[src/include/dmsp_pkg.sv]
// constants, types and helpers for the dual mode serial port
// assumes a single 25 MHz clock domain and a synchronous reset
package dmsp_pkg;

  localparam int DMSP_AW = 4;
  localparam int DMSP_DW = 16;
  localparam int DMSP_CW = 11;
  localparam int DMSP_IW = 5;
  localparam int DMSP_DIV_W = 7;

  localparam logic [3:0] DMSP_OFS_CTRL = 4'h0;
  localparam logic [3:0] DMSP_OFS_STAT = 4'h4;
  localparam logic [3:0] DMSP_OFS_DATA = 4'h8;
  localparam logic [3:0] DMSP_OFS_IEN  = 4'hc;

  localparam logic [1:0] DMSP_MODE_ASYNC = 2'h0;
  localparam logic [1:0] DMSP_MODE_MP    = 2'h1;
  localparam logic [1:0] DMSP_MODE_SYNC  = 2'h2;

  localparam logic [1:0] DMSP_CS_GEN = 2'h0;
  localparam logic [1:0] DMSP_CS_EXT = 2'h1;
  localparam logic [1:0] DMSP_CS_RLT = 2'h2;

  // eight clock ticks make one bit
  localparam logic [2:0] DMSP_TICK_LAST   = 3'h7;
  localparam logic [2:0] DMSP_TICK_SAMPLE = 3'h3;
  localparam logic [2:0] DMSP_TICK_SCK_HI = 3'h4;
  localparam logic [2:0] DMSP_IDX_LAST8   = 3'h7;
  localparam logic [2:0] DMSP_IDX_LAST7   = 3'h6;

  localparam int DMSP_ST_RXAV   = 0;
  localparam int DMSP_ST_FE     = 1;
  localparam int DMSP_ST_PE     = 2;
  localparam int DMSP_ST_ORE    = 3;
  localparam int DMSP_ST_TXDONE = 4;
  localparam int DMSP_ST_TXRDY  = 5;
  localparam int DMSP_ST_TXBUSY = 6;

  localparam logic [DMSP_CW-1:0] DMSP_CTRL_RST = 11'h004;
  localparam logic [DMSP_IW-1:0] DMSP_IEN_RST  = 5'h00;

  typedef struct packed {
    logic [2:0] rate;
    logic [1:0] clk_src;
    logic       two_stop;
    logic       par_odd;
    logic       par_en;
    logic       len8;
    logic [1:0] mode;
  } dmsp_ctrl_t;

  typedef struct packed {
    logic tx_adb;
    logic tx_its;
    logic rx_its;
    logic tx_ie;
    logic rx_ie;
  } dmsp_ien_t;

  typedef enum logic [2:0] {
    DMSP_TX_IDLE  = 3'h0,
    DMSP_TX_START = 3'h1,
    DMSP_TX_DATA  = 3'h3,
    DMSP_TX_EXTRA = 3'h2,
    DMSP_TX_STOP  = 3'h6,
    DMSP_TX_STOP2 = 3'h7
  } dmsp_tx_st_t;

  typedef enum logic [2:0] {
    DMSP_RX_IDLE  = 3'h0,
    DMSP_RX_START = 3'h1,
    DMSP_RX_DATA  = 3'h3,
    DMSP_RX_EXTRA = 3'h2,
    DMSP_RX_STOP  = 3'h6
  } dmsp_rx_st_t;

  function automatic logic [2:0] dmsp_last_idx(input dmsp_ctrl_t c);
    if (c.mode == DMSP_MODE_ASYNC && !c.len8) begin
      return DMSP_IDX_LAST7;
    end
    return DMSP_IDX_LAST8;
  endfunction : dmsp_last_idx

  function automatic logic dmsp_par(input logic [7:0] d,
                                    input logic [2:0] last,
                                    input logic       odd);
    logic [7:0] m;
    m = (last == DMSP_IDX_LAST7) ? 8'h7f : 8'hff;
    return (^(d & m)) ^ odd;
  endfunction : dmsp_par

endpackage : dmsp_pkg

[src/core/dmsp_buf2.sv]
// two-entry holding buffer with valid/ready on both sides
// assumes producer and consumer share the clock
`timescale 1ns/1ps
module dmsp_buf2 #(
  parameter int W = 8
) (
  input  wire logic         clock,
  input  wire logic         rst,
  input  wire logic         in_valid,
  output logic              in_ready,
  input  wire logic [W-1:0] in_data,
  output logic              out_valid,
  input  wire logic         out_ready,
  output logic [W-1:0]      out_data
);
  logic [W-1:0] mem_r [2];
  logic         wp_r;
  logic         rp_r;
  logic [1:0]   cnt_r;
  logic         push;
  logic         pop;

  assign in_ready  = (cnt_r != 2'h2);
  assign out_valid = (cnt_r != 2'h0);
  assign out_data  = mem_r[rp_r];
  assign push      = in_valid && in_ready;
  assign pop       = out_valid && out_ready;

  always_ff @(posedge clock) begin
    if (push) begin
      mem_r[wp_r] <= in_data;
    end
  end

  always_ff @(posedge clock) begin
    if (rst) begin
      wp_r  <= 1'b0;
      rp_r  <= 1'b0;
      cnt_r <= 2'h0;
    end else begin
      wp_r  <= wp_r ^ push;
      rp_r  <= rp_r ^ pop;
      cnt_r <= cnt_r + {1'b0, push} - {1'b0, pop};
    end
  end
endmodule : dmsp_buf2

[src/core/dmsp_baud.sv]
// bit tick source: rate generator, shift clock pin or reload timer
// assumes the pin is asynchronous and the timer pulse is on our clock
`timescale 1ns/1ps
module dmsp_baud
  import dmsp_pkg::*;
#(
  parameter int DIV_W = DMSP_DIV_W
) (
  input  wire logic       clock,
  input  wire logic       rst,
  input  wire logic [1:0] clk_src,
  input  wire logic [2:0] rate,
  input  wire logic       sck_pin,
  input  wire logic       rlt_uflow,
  output logic            tick
);
  logic             s1_r;
  logic             s2_r;
  logic             s3_r;
  logic [DIV_W-1:0] div_r;
  logic [DIV_W-1:0] lim;
  logic             tick_r;

  assign lim  = (DIV_W'(1) << rate) - DIV_W'(1);
  assign tick = tick_r;

  always_ff @(posedge clock) begin
    // reset to idle high so an idle pin gives no false edge
    if (rst) begin
      s1_r <= 1'b1;
      s2_r <= 1'b1;
      s3_r <= 1'b1;
    end else begin
      s1_r <= sck_pin;
      s2_r <= s1_r;
      s3_r <= s2_r;
    end
  end

  always_ff @(posedge clock) begin
    if (rst) begin
      div_r  <= '0;
      tick_r <= 1'b0;
    end else begin
      div_r <= (div_r >= lim) ? '0 : div_r + DIV_W'(1);
      unique case (clk_src)
        DMSP_CS_EXT: tick_r <= s2_r && !s3_r;
        DMSP_CS_RLT: tick_r <= rlt_uflow;
        default:     tick_r <= (div_r >= lim);
      endcase
    end
  end
endmodule : dmsp_baud

[src/core/dmsp_core.sv]
// dual mode serial port: async, multiprocessor master and sync
// assumes a plain register port on the same clock as the line logic
//
// Summary of operation
// - async start-stop and clocked sync modes
// - sync mode sends no start/stop bits
// - 8-bit chars; 7-bit only async normal
// - NRZ, level held whole bit
// - framing, overrun, parity; no parity multiprocessor
// - receive request on char or error
// - send request when char sent
// - requests may start transfer service instead
// - multiprocessor master role only
// - multiprocessor: 8 data plus address flag
// - sync: 8 bits, shift clock, no parity
// - one or two stop bits; check one
// - bit clock from generator, pin, timer; sync mode takes the generator when pin is selected
// - reload timer 0 underflow usable as clock
// - eight baud rate settings
// - max rate machine clock over eight
//
// Implementation choices: the strobed register port and the address map.
`timescale 1ns/1ps
module dmsp_core
  import dmsp_pkg::*;
(
  input  wire logic                       clock,
  input  wire logic                       rst,
  input  wire logic [dmsp_pkg::DMSP_AW-1:0] addr,
  input  wire logic [dmsp_pkg::DMSP_DW-1:0] wdata,
  input  wire logic                       wr,
  input  wire logic                       rd,
  output logic [dmsp_pkg::DMSP_DW-1:0]    rdata,
  input  wire logic                       rxd,
  output logic                            txd,
  input  wire logic                       sck_i,
  output logic                            sck_o,
  output logic                            sck_oe,
  input  wire logic                       rlt_uflow,
  output logic                            rx_irq,
  output logic                            tx_irq,
  output logic                            rx_its_req,
  output logic                            tx_its_req
);
  dmsp_ctrl_t            ctrl_r;
  dmsp_ien_t             ien_r;
  logic [DMSP_DW-1:0]    rdata_r;
  logic                  fe_r;
  logic                  pe_r;
  logic                  ore_r;
  logic                  txdone_r;
  logic                  rxirq_r;
  logic                  txirq_r;
  logic                  rxits_r;
  logic                  txits_r;
  logic                  txd_r;
  logic                  sck_r;
  logic                  sckoe_r;
  logic                  rxs1_r;
  logic                  rxs2_r;
  dmsp_tx_st_t           tx_st_r;
  logic [2:0]            tx_cnt_r;
  logic [2:0]            tx_idx_r;
  logic [7:0]            tx_sh_r;
  logic                  tx_ext_r;
  dmsp_rx_st_t           rx_st_r;
  logic [2:0]            rx_cnt_r;
  logic [2:0]            rx_idx_r;
  logic [7:0]            rx_sh_r;
  logic                  rx_ext_r;
  logic                  rx_push_r;
  logic [8:0]            rx_word_r;
  logic                  tick;
  logic [1:0]            eff_src;
  logic [2:0]            last;
  logic                  is_sync;
  logic                  has_extra;
  logic                  tx_end;
  logic                  rx_samp;
  logic                  rx_end;
  logic                  sck_rise;
  logic                  wr_data;
  logic                  wr_stat;
  logic                  rd_data;
  logic                  txb_ready;
  logic                  txb_valid;
  logic [8:0]            txb_data;
  logic                  txb_pop;
  logic                  rxb_ready;
  logic                  rxb_valid;
  logic [8:0]            rxb_data;
  logic                  rx_req;

  assign is_sync   = (ctrl_r.mode == DMSP_MODE_SYNC);
  assign last      = dmsp_last_idx(ctrl_r);
  assign has_extra = (ctrl_r.mode == DMSP_MODE_MP) ||
                     (ctrl_r.mode == DMSP_MODE_ASYNC && ctrl_r.par_en);
  // the pin is driven in sync mode, so it cannot also clock us then
  assign eff_src   = (is_sync && ctrl_r.clk_src == DMSP_CS_EXT) ?
                     DMSP_CS_GEN : ctrl_r.clk_src;
  assign tx_end    = tick && (tx_cnt_r == DMSP_TICK_LAST);
  assign rx_samp   = tick && (rx_cnt_r == DMSP_TICK_SAMPLE);
  assign rx_end    = tick && (rx_cnt_r == DMSP_TICK_LAST);
  assign sck_rise  = is_sync && (tx_st_r == DMSP_TX_DATA) && tick &&
                     (tx_cnt_r == DMSP_TICK_SAMPLE);
  assign wr_data   = wr && (addr == DMSP_OFS_DATA);
  assign wr_stat   = wr && (addr == DMSP_OFS_STAT);
  assign rd_data   = rd && (addr == DMSP_OFS_DATA);
  assign txb_pop   = (tx_st_r == DMSP_TX_IDLE);
  assign rx_req    = rxb_valid || fe_r || pe_r || ore_r;

  assign rdata      = rdata_r;
  assign txd        = txd_r;
  assign sck_o      = sck_r;
  assign sck_oe     = sckoe_r;
  assign rx_irq     = rxirq_r;
  assign tx_irq     = txirq_r;
  assign rx_its_req = rxits_r;
  assign tx_its_req = txits_r;

  dmsp_baud #(.DIV_W(DMSP_DIV_W)) u_baud (
    .clock     (clock),
    .rst       (rst),
    .clk_src   (eff_src),
    .rate      (ctrl_r.rate),
    .sck_pin   (sck_i),
    .rlt_uflow (rlt_uflow),
    .tick      (tick)
  );

  dmsp_buf2 #(.W(9)) u_txb (
    .clock     (clock),
    .rst       (rst),
    .in_valid  (wr_data),
    .in_ready  (txb_ready),
    .in_data   ({ien_r.tx_adb, wdata[7:0]}),
    .out_valid (txb_valid),
    .out_ready (txb_pop),
    .out_data  (txb_data)
  );

  dmsp_buf2 #(.W(9)) u_rxb (
    .clock     (clock),
    .rst       (rst),
    .in_valid  (rx_push_r),
    .in_ready  (rxb_ready),
    .in_data   (rx_word_r),
    .out_valid (rxb_valid),
    .out_ready (rd_data),
    .out_data  (rxb_data)
  );

  always_ff @(posedge clock) begin
    if (rst) begin
      ctrl_r <= dmsp_ctrl_t'(DMSP_CTRL_RST);
      ien_r  <= dmsp_ien_t'(DMSP_IEN_RST);
    end else if (wr && addr == DMSP_OFS_CTRL) begin
      ctrl_r <= dmsp_ctrl_t'(wdata[DMSP_CW-1:0]);
    end else if (wr && addr == DMSP_OFS_IEN) begin
      ien_r <= dmsp_ien_t'(wdata[DMSP_IW-1:0]);
    end
  end

  always_ff @(posedge clock) begin
    if (rst) begin
      rdata_r <= '0;
    end else if (rd) begin
      unique case (addr)
        DMSP_OFS_CTRL: rdata_r <= DMSP_DW'(ctrl_r);
        DMSP_OFS_IEN:  rdata_r <= DMSP_DW'(ien_r);
        DMSP_OFS_DATA: rdata_r <= DMSP_DW'(rxb_valid ? rxb_data : 9'h000);
        DMSP_OFS_STAT: begin
          rdata_r                 <= '0;
          rdata_r[DMSP_ST_RXAV]   <= rxb_valid;
          rdata_r[DMSP_ST_FE]     <= fe_r;
          rdata_r[DMSP_ST_PE]     <= pe_r;
          rdata_r[DMSP_ST_ORE]    <= ore_r;
          rdata_r[DMSP_ST_TXDONE] <= txdone_r;
          rdata_r[DMSP_ST_TXRDY]  <= txb_ready;
          rdata_r[DMSP_ST_TXBUSY] <= (tx_st_r != DMSP_TX_IDLE);
        end
        default: rdata_r <= '0;
      endcase
    end else begin
      rdata_r <= '0;
    end
  end

  // line input passes two flops first
  always_ff @(posedge clock) begin
    if (rst) begin
      rxs1_r <= 1'b1;
      rxs2_r <= 1'b1;
    end else begin
      rxs1_r <= rxd;
      rxs2_r <= rxs1_r;
    end
  end

  always_ff @(posedge clock) begin
    if (rst) begin
      tx_st_r  <= DMSP_TX_IDLE;
      tx_cnt_r <= 3'h0;
      tx_idx_r <= 3'h0;
      tx_sh_r  <= 8'h00;
      tx_ext_r <= 1'b0;
      txd_r    <= 1'b1;
    end else begin
      tx_cnt_r <= (tx_st_r == DMSP_TX_IDLE) ? 3'h0 : tx_cnt_r + {2'h0, tick};
      unique case (tx_st_r)
        DMSP_TX_IDLE: begin
          if (txb_valid) begin
            tx_sh_r  <= txb_data[7:0];
            tx_idx_r <= 3'h0;
            tx_ext_r <= (ctrl_r.mode == DMSP_MODE_MP) ? txb_data[8] :
                        dmsp_par(txb_data[7:0], last, ctrl_r.par_odd);
            tx_st_r  <= is_sync ? DMSP_TX_DATA : DMSP_TX_START;
            txd_r    <= is_sync ? txb_data[0] : 1'b0;
          end
        end
        DMSP_TX_START: if (tx_end) begin
          tx_st_r <= DMSP_TX_DATA;
          txd_r   <= tx_sh_r[0];
        end
        DMSP_TX_DATA: if (tx_end) begin
          if (tx_idx_r != last) begin
            tx_idx_r <= tx_idx_r + 3'h1;
            tx_sh_r  <= {1'b0, tx_sh_r[7:1]};
            txd_r    <= tx_sh_r[1];
          end else if (is_sync) begin
            tx_st_r <= DMSP_TX_IDLE;
            txd_r   <= 1'b1;
          end else if (has_extra) begin
            tx_st_r <= DMSP_TX_EXTRA;
            txd_r   <= tx_ext_r;
          end else begin
            tx_st_r <= DMSP_TX_STOP;
            txd_r   <= 1'b1;
          end
        end
        DMSP_TX_EXTRA: if (tx_end) begin
          tx_st_r <= DMSP_TX_STOP;
          txd_r   <= 1'b1;
        end
        DMSP_TX_STOP: if (tx_end) begin
          tx_st_r <= ctrl_r.two_stop ? DMSP_TX_STOP2 : DMSP_TX_IDLE;
        end
        DMSP_TX_STOP2: if (tx_end) begin
          tx_st_r <= DMSP_TX_IDLE;
        end
        default: tx_st_r <= DMSP_TX_IDLE;
      endcase
    end
  end

  // shift clock low then high per bit
  always_ff @(posedge clock) begin
    if (rst) begin
      sck_r   <= 1'b1;
      sckoe_r <= 1'b0;
    end else begin
      sckoe_r <= is_sync;
      sck_r   <= !(is_sync && tx_st_r == DMSP_TX_DATA &&
                   tx_cnt_r < DMSP_TICK_SCK_HI);
    end
  end

  always_ff @(posedge clock) begin
    if (rst) begin
      rx_st_r   <= DMSP_RX_IDLE;
      rx_cnt_r  <= 3'h0;
      rx_idx_r  <= 3'h0;
      rx_sh_r   <= 8'h00;
      rx_ext_r  <= 1'b0;
      rx_push_r <= 1'b0;
      rx_word_r <= 9'h000;
    end else begin
      rx_push_r <= 1'b0;
      rx_cnt_r  <= rx_cnt_r + {2'h0, tick};
      if (is_sync) begin
        // sync receive follows our own shift clock
        rx_st_r <= DMSP_RX_IDLE;
        if (tx_st_r == DMSP_TX_IDLE) begin
          rx_idx_r <= 3'h0;
        end else if (sck_rise) begin
          rx_sh_r[rx_idx_r] <= rxs2_r;
          rx_idx_r <= rx_idx_r + 3'h1;
          if (rx_idx_r == DMSP_IDX_LAST8) begin
            rx_push_r <= 1'b1;
            rx_word_r <= {1'b0, rxs2_r, rx_sh_r[6:0]};
          end
        end
      end else begin
        unique case (rx_st_r)
          DMSP_RX_IDLE: if (!rxs2_r) begin
            rx_st_r  <= DMSP_RX_START;
            rx_cnt_r <= 3'h0;
            rx_idx_r <= 3'h0;
            rx_sh_r  <= 8'h00;
          end
          DMSP_RX_START: begin
            if (rx_samp && rxs2_r) begin
              rx_st_r <= DMSP_RX_IDLE;
            end else if (rx_end) begin
              rx_st_r <= DMSP_RX_DATA;
            end
          end
          DMSP_RX_DATA: begin
            if (rx_samp) begin
              rx_sh_r[rx_idx_r] <= rxs2_r;
            end
            if (rx_end) begin
              rx_idx_r <= rx_idx_r + 3'h1;
              if (rx_idx_r == last) begin
                rx_st_r <= has_extra ? DMSP_RX_EXTRA : DMSP_RX_STOP;
              end
            end
          end
          DMSP_RX_EXTRA: begin
            if (rx_samp) begin
              rx_ext_r <= rxs2_r;
            end
            if (rx_end) begin
              rx_st_r <= DMSP_RX_STOP;
            end
          end
          DMSP_RX_STOP: if (rx_samp) begin
            rx_st_r   <= DMSP_RX_IDLE;
            rx_push_r <= 1'b1;
            rx_word_r <= {rx_ext_r, rx_sh_r};
          end
          default: rx_st_r <= DMSP_RX_IDLE;
        endcase
      end
    end
  end

  // error and done flags: hardware set beats software clear
  always_ff @(posedge clock) begin
    if (rst) begin
      fe_r     <= 1'b0;
      pe_r     <= 1'b0;
      ore_r    <= 1'b0;
      txdone_r <= 1'b0;
    end else begin
      if (wr_stat && wdata[DMSP_ST_FE])     fe_r     <= 1'b0;
      if (wr_stat && wdata[DMSP_ST_PE])     pe_r     <= 1'b0;
      if (wr_stat && wdata[DMSP_ST_ORE])    ore_r    <= 1'b0;
      if (wr_stat && wdata[DMSP_ST_TXDONE]) txdone_r <= 1'b0;
      if (!is_sync && rx_st_r == DMSP_RX_STOP && rx_samp && !rxs2_r) begin
        fe_r <= 1'b1;
      end
      if (!is_sync && rx_st_r == DMSP_RX_STOP && rx_samp &&
          ctrl_r.mode == DMSP_MODE_ASYNC && ctrl_r.par_en &&
          dmsp_par(rx_sh_r, last, ctrl_r.par_odd) != rx_ext_r) begin
        pe_r <= 1'b1;
      end
      if (rx_push_r && !rxb_ready) begin
        ore_r <= 1'b1;
      end
      if (tx_st_r != DMSP_TX_IDLE && tx_end &&
          ((tx_st_r == DMSP_TX_DATA && is_sync && tx_idx_r == last) ||
           (tx_st_r == DMSP_TX_STOP && !ctrl_r.two_stop) ||
           tx_st_r == DMSP_TX_STOP2)) begin
        txdone_r <= 1'b1;
      end
    end
  end

  always_ff @(posedge clock) begin
    if (rst) begin
      rxirq_r <= 1'b0;
      txirq_r <= 1'b0;
      rxits_r <= 1'b0;
      txits_r <= 1'b0;
    end else begin
      rxirq_r <= ien_r.rx_ie && !ien_r.rx_its && rx_req;
      rxits_r <= ien_r.rx_ie && ien_r.rx_its && rx_req;
      txirq_r <= ien_r.tx_ie && !ien_r.tx_its && txdone_r;
      txits_r <= ien_r.tx_ie && ien_r.tx_its && txdone_r;
    end
  end
endmodule : dmsp_core

[config.mk]
export PLATFORM = sky130hd
export DESIGN_NAME = dmsp_core
export DESIGN_NICKNAME = d
export VERILOG_FILES = /design/src/include/dmsp_pkg.sv /design/src/core/dmsp_buf2.sv /design/src/core/dmsp_baud.sv /design/src/core/dmsp_core.sv
export SDC_FILE = /design/constraint.sdc
export NUM_CORES = 1
export LEC_CHECK = 0
export ABC_AREA = 1
export BUFFER_PORTS_ARGS = -buffer_cell sky130_fd_sc_hd__buf_2
export CORE_AREA = 2 2 121 123
export CTS_BUF_LIST = sky130_fd_sc_hd__clkbuf_4
export DETAILED_ROUTE_END_ITERATION = 12
export DIE_AREA = 0 0 123 125
export PLACE_DENSITY = 0.78
export SLEW_MARGIN = 40
export SYNTH_ARGS = -nofsm -noshare
export SYNTH_HDL_FRONTEND = slang
export SYNTH_HIERARCHICAL = 1
export SYNTH_SLANG_ARGS = --single-unit
export TNS_END_PERCENT = 30
[constraint.sdc]
create_clock -name clock -period 1.89 [get_ports clock]
set_input_delay 0.2835 -clock clock [delete_from_list [all_inputs] [get_ports clock]]
set_output_delay 0.2835 -clock clock [all_outputs]
set_load 0.02 [all_outputs]
==> results of run 1 <==
[through the flow]
stage | power [mW] | cell area (um2) | utilization (%) | hold WS, ps
finish | 8.180 | 7810 | 54.99 | 37.56
global route | 8.726 | 7810 | 54.99 | 10.17
CTS | 8.173 | 7805 | 54.95 | 8.998
detailed placement | 5.987 | 7357 | 51.80 | 393.3
global placement | 5.915 | 7357 | 51.80 | 394.1
floorplan | 5.450 | 6905 | - | 350.2
[routing by layer]
layer / routed length (um) / up-vias / share of wire, %
met4: 218 / 0 / 1.5
met3: 806 / 20 / 5.5
met2: 6846 / 136 / 47
met1: 6693 / 2617 / 46
met5: 0 / - / 0
li1: - / 2989 / -
[layout make-up]
class,count,area [um2],share of cell area (%)
timing repair buffer,70,483.0,6.184
sequential,141,3186,40.79
antenna,1,2.502,0.03204
tap,184,230.2,2.948
clock inverter,14,192.7,2.467
inverter,121,459.2,5.880
clock buffer,18,135.1,1.730
multi-input combinational,602,3122,39.97
[power by group through the flow]
stage               Clock, mW  Sequential (mW)  Combinational, mW
finish                   2.19             3.54               2.45
global route             2.36             3.58               2.79
CTS                      2.22             3.53               2.42
detailed placement          0             3.60               2.39
global placement            0             3.59               2.32
floorplan                   0             3.56               1.89
[registers in the layout (all words and copies together) (netlist names), 5 cells and up]
name / count
u_txb/mem_r: 18
u_rxb/mem_r: 18
ctrl_r: 11
rx_sh_r: 8
ien_r: 5
rx_word_r: 9
rdata: 11
u_baud/div_r: 7
tx_sh_r: 8
[worst min-delay path, cell delays in order]
cell	delay, ps
buf_2	80
o21ai_0	80
a21oi_1	110
[cells by family after synthesis]
logic type	synth area share, %
DFF	46.20
and+or+nand+nor	28.47
adders and majority gates	3.813
AOI/OAI and AO/OA	11.60
xor gates and xnor gates	1.144
other	0.05442
buffers and inverters	8.716
[layout by cell type, fill, tap and decap left out, drive strengths merged]
master / count
nand2: 238
inv: 122
nor2: 111
dfxtp: 105
o21ai: 67
buf: 58
a21oi: 52
nand3: 44
edfxtp: 36
ha: 21
clkbuf: 18
dlygate4sd3: 12
nor3: 11
nand4: 9
clkinv: 8
xnor2: 6
a221oi: 6
or2: 5
o22ai: 5
conb: 5
nand3b: 5
bufinv: 4
a31oi: 3
xor2: 3
nor4: 3
o211ai: 3
a211oi: 2
a22oi: 2
diode: 1
a21boi: 1
clkinvlp: 1
[worst paths after layout]
check,startpoint,endpoint,slack [ps],cells past startpoint
setup / recovery,tx_st_r[1]$_SDFFE_PP0P_,u_txb/cnt_r[1]$_SDFF_PP0_,180,13
hold / removal,wdata[9],ctrl_r[9]$_SDFFE_PP0P_,40,3
setup reg to reg,tx_st_r[1]$_SDFFE_PP0P_,u_txb/cnt_r[1]$_SDFF_PP0_,180,13
hold reg to reg,rxs1_r$_SDFF_PP1_,rxs2_r$_SDFF_PP1_,420,1
[repair_timing]
item | in CTS | in global routing
gates resized for setup | 0 | 2
hold endpoints to repair | 21 | 0
hold buffers | 12 | 0
setup endpoints to repair | 0 | 1
==> flow_summary.yaml, run 1 <==
outcome:
  run_status: "finished, final reports clean"
power:
  intPower_mw: 5.216
  power_frac_clock_pct: 26.8
  leakage_nw: 3.394
  sw_frac_of_total_pct: 36.23
  power_density_cells_nw_per_um2: 1047
  p_seq_share_pct: 43.2
  combinational_power_share_pct: 30.0
  net-switching-power_mw: 2.964
  vdd_ir_drop_max_uv: 401.1
grt:
  groute.layer.met3.usage_pct: 3.786
  use_met2_pct: 31.04
  globalRoute.busiestLayer: "met2"
  initial_antenna_violation_count: 1
  grt_start_max_net_pins: 42
  global_route.overflow_total: 0
  first_pass_grt_wire_length_um: 24040
  grt.total_usage_pct: 19.56
  gr-usage-met1_pct: 26.44
  vias_in_the_first_global_route: 5169
clocking:
  clk_pin_slew_worst_setup_hold_paths_ps: 120
  cts_root_buffer: "clkbuf_4"
  clock_tree_from_tritoncts: "built"
  cts_made_buffers: 17
  cts_buffer_depth: 2
  clock_insertion_delay_worst_skew_ps: 550
  cts_setup_buffers: 0
  cts_max_level: 4
  clock-sinks: 141
floorplan:
  die-area_um2: 15380
  die_y_um: 125
  floorplan.die.width_um: 123
  fp-row-count: 44
  floorplan.initialDensity_pct: 48.51
  fp.coreArea_um2: 14200
  num_io_pins: 50
final_layout:
  synthToLayoutAreaGrowth_pct: 13.35
  final.fill_count: 1275
  layout-drive-gt1-share_pct: 16.46
  nets: 1001
  finalNonFillerCells: 1151
placement:
  io_buffers: 39
  number_of_cells_after_detailed_placement: 1106
  dpl.hpwl_um: 10470
  gp_congestion: 0.8864
  dp_slack_ps: 67.28
sta:
  finalClockSkew_ps: 16.75
  timing.final.crit_share_pct: 90.52
  final_period_minus_worst_setup_slack_ps: 1711
  timing.final.hold_violations: 0
  rsz0062_at_grt: "false"
  setup_total_negative_slack_ps: 0
  max_slew_violation_count: 0
  setup_slack_ps: 179.2
  final-setup-viol-count: 0
  achievable_freq_ghz: 0.5845
yosys:
  synth_top_cells_by_count: "nand2_1 (223), inv_1 (107), dfxtp_1 (105)"
  synth.area.top_cells: "dfxtp_1 (31%), edfxtp_1 (16%), nand2_1 (12%)"
  synth_sequential_area_ratio_pct: 46.20
  syn_area_per_cell_um2: 7.803
  number_of_warning_messages_in_the_yosys_log: 6
  gate_count_after_technology_mapping: 883
  ys_dominant_reg_cell: "dfxtp_1"
  synthesized_flop_and_latch_total: 141
  asyncSetResetFlopFracSynth_pct: 0
  yosys.cell_count.top_type: "nand2_1"
  yosysTopAreaCellShare_pct: 30.51
  syn_area_um2: 6890
  synth-edff-count: 36
  number_of_distinct_library_cells_after_synthesis: 47
  post_synth_top_area_cell: "dfxtp_1"
setup_path:
  timing.critical_path.cells: "nor2_4 > nand2_2 > inv_2 > inv_1 > nor2_4 > xnor2_1 > ha_1 > inv_1 > nand2_1 > nand2_1 > nand3_2 > nand2_1 > nor2_1"
  critPathKind: "register to register"
  critical_path_buf_inv_count: 3
  end_kind: "register"
  critical_path_arrival_ps: 2160
  timing.critical_path.required_ps: 2340
  timing.critical_path.from_type: "register"
  worst_path_largest_cell_delay_ps: 380
  cpLargestDelayFamily: "simple AND/OR/NAND/NOR gates"
  critical_path.most_common_cell: "nand2_1"
  path_max_fanout: 5
  critPathSlowestCell: "dfxtp_2"
job:
  maxCapViolCount: 0
route:
  via_count: 5762
  drtAntennaViolNets: 0
  routed_via_density: 5.006
  first_pass_iters: 5
  drt_iter0_drc: 457
  drt_drc_violations_left: 0
  drt_wl_total_um: 14570
  detail_route.wl_per_cell_um: 12.65
min_path:
  hold_path.class: "input port to register"
(Power assumes the default switching activity.)
==> run 2: changes to the inputs <==
RECOVER_POWER = 100   (was unset)
==> flow_summary.yaml, run 2 (same netlist as run 1, synthesis figures left out) <==
final_layout:
  largest_registers: "u_rxb/mem_r: 18 flops, u_txb/mem_r: 18 flops"
  synthToLayoutAreaGrowth_pct: 11.75
  most_frequent_standard_cell_in_the_layout_excluding_fill_and_tap_cells: "nand2_1"
  layout-drive-gt1-share_pct: 11.90
  multi_input_comb_area_um2: 3080
  most-common-layout-cells: "nand2_1 (228), inv_1 (108), dfxtp_1 (103)"
  final.fill_count: 1316
  seqCellArea_um2: 3186
  nets: 1001
route:
  first_pass_iters: 6
  drtAntennaViolNets: 0
  drt_iter0_drc: 432
  detail_route.wl_per_cell_um: 12.70
  via_count: 5787
  drt_drc_violations_left: 0
  drt_wl_total_um: 14610
  routed_via_density: 5.028
grt:
  grt.total_usage_pct: 19.56
  grt_start_max_net_pins: 42
  vias_in_the_first_global_route: 5169
  global_route.overflow_total: 0
  initial_antenna_violation_count: 1
  first_pass_grt_wire_length_um: 24040
clocking:
  clock_insertion_delay_worst_skew_ps: 550
  cts_max_level: 4
  cts_setup_buffers: 0
  cts_buffer_depth: 2
  cts_made_buffers: 17
  clock-sinks: 141
  cts_root_buffer: "clkbuf_4"
  clk_pin_slew_worst_setup_hold_paths_ps: 130
  clock_tree_from_tritoncts: "built"
placement:
  dpl.hpwl_um: 10470
  io_buffers: 39
  gp_congestion: 0.8864
sta:
  final_period_minus_worst_setup_slack_ps: 1699
  timing.slew.headroom_pct: 64.18
  achievable_freq_ghz: 0.5887
  rsz0062_at_grt: "false"
  setup_total_negative_slack_ps: 0
  max_slew_violation_count: 0
  final-setup-viol-count: 0
  worst-slew-pin-transition_ps: 537.3
  timing.final.hold_violations: 0
  finalClockSkew_ps: 14.78
  timing.final.crit_share_pct: 89.88
setup_path:
  critical_path_buf_inv_count: 3
  critical_path_arrival_ps: 2150
  critPathKind: "register to register"
  end_kind: "register"
  cpLargestDelayFamily: "simple AND/OR/NAND/NOR gates"
  worst_path_largest_cell_delay_ps: 390
  timing.critical_path.required_ps: 2340
  timing.reg2reg.worst_path_depth: 12
  path_max_fanout: 5
  timing.critical_path.cells: "nor2_4 > nand2_2 > inv_2 > inv_1 > nor2_4 > xnor2_1 > ha_1 > inv_1 > nand2_1 > nand2_1 > a21oi_2 > nor2_1"
  critical_path_depth: 12
  timing.critical_path.from_type: "register"
  critPathSlowestCell: "dfxtp_2"
floorplan:
  fp-row-count: 44
  num_io_pins: 50
  die-area_um2: 15380
  die_y_um: 125
  floorplan.initialDensity_pct: 48.51
  floorplan.die.width_um: 123
  fp.coreArea_um2: 14200
power:
  post-layout-total-power_mw: 8.133
  leakage_nw: 3.270
  vdd_ir_drop_max_uv: 393.9
  power_density_cells_nw_per_um2: 1056
job:
  maxCapViolCount: 0
min_path:
  min_path_cells: 3
  hold_path.class: "input port to register"
outcome:
  run_status: "finished, final reports clean"
## run 2: layer usage
metal,GRT usage [%],vias to the layer above,part of all wire [%]
met5,0,-,0
met4,7.219,0,1.6
met3,3.786,22,4.9
met2,31.04,139,47
met1,26.44,2642,47
li1,-,2984,-
## run 2: power breakdown
| group | internal [mW] | total, mW | switching, mW |
|---|---|---|---|
| combinational | 0.803 | 2.41 | 1.60 |
| sequential | 3.31 | 3.54 | 0.225 |
| clock | 1.07 | 2.19 | 1.12 |
## run 2: what timing repair did
action | CTS | global route
setup endpoints to repair | 0 | 1
hold buffers | 12 | 0
endpoints found under the hold margin | 21 | 0
resized for setup | 0 | 2
## run 2: path summary, 6_finish.rpt
kind	from	slack, ps	endpoint
worst max-delay path	tx_st_r[1]$_SDFFE_PP0P_	190	u_txb/cnt_r[1]$_SDFF_PP0_
worst min-delay path	wdata[9]	40	ctrl_r[9]$_SDFFE_PP0P_
worst max register to register	tx_st_r[1]$_SDFFE_PP0P_	190	u_txb/cnt_r[1]$_SDFF_PP0_
worst min register to register	rxs1_r$_SDFF_PP1_	420	rxs2_r$_SDFF_PP1_
## run 2: final cells by class
type / instances / area share, %
well taps: 184 / 2.990
diodes: 1 / 0.03250
multi-input cells: 602 / 40.01
clock buffers: 18 / 1.755
inverters: 121 / 5.931
repair buffers: 70 / 5.411
flip-flops and latches: 141 / 41.37
clock inverters: 14 / 2.502
## run 2: worst reg2reg max path: stages, from the launching register on
cell,delay (ps)
dfxtp_2,390
nor2_4,170
nand2_2,80
inv_2,70
inv_1,70
nor2_4,160
xnor2_1,140
ha_1,180
inv_1,50
nand2_1,50
nand2_1,90
a21oi_2,110
nor2_1,50
## run 2: metrics by stage
step,worst slack [ps],cells,instance area [um2],hold WS (ps),util [%]
6_report,191.3,1151,7700,36.06,54.21
5_1_grt,1.240,1151,7700,10.17,54.21
4_1_cts,176.4,1150,7805,8.998,54.95
3_5_place_dp,67.28,1106,7357,393.3,51.80
3_3_place_gp,73.93,1106,7357,394.1,51.80
2_1_floorplan,171.0,887,6905,350.2,-
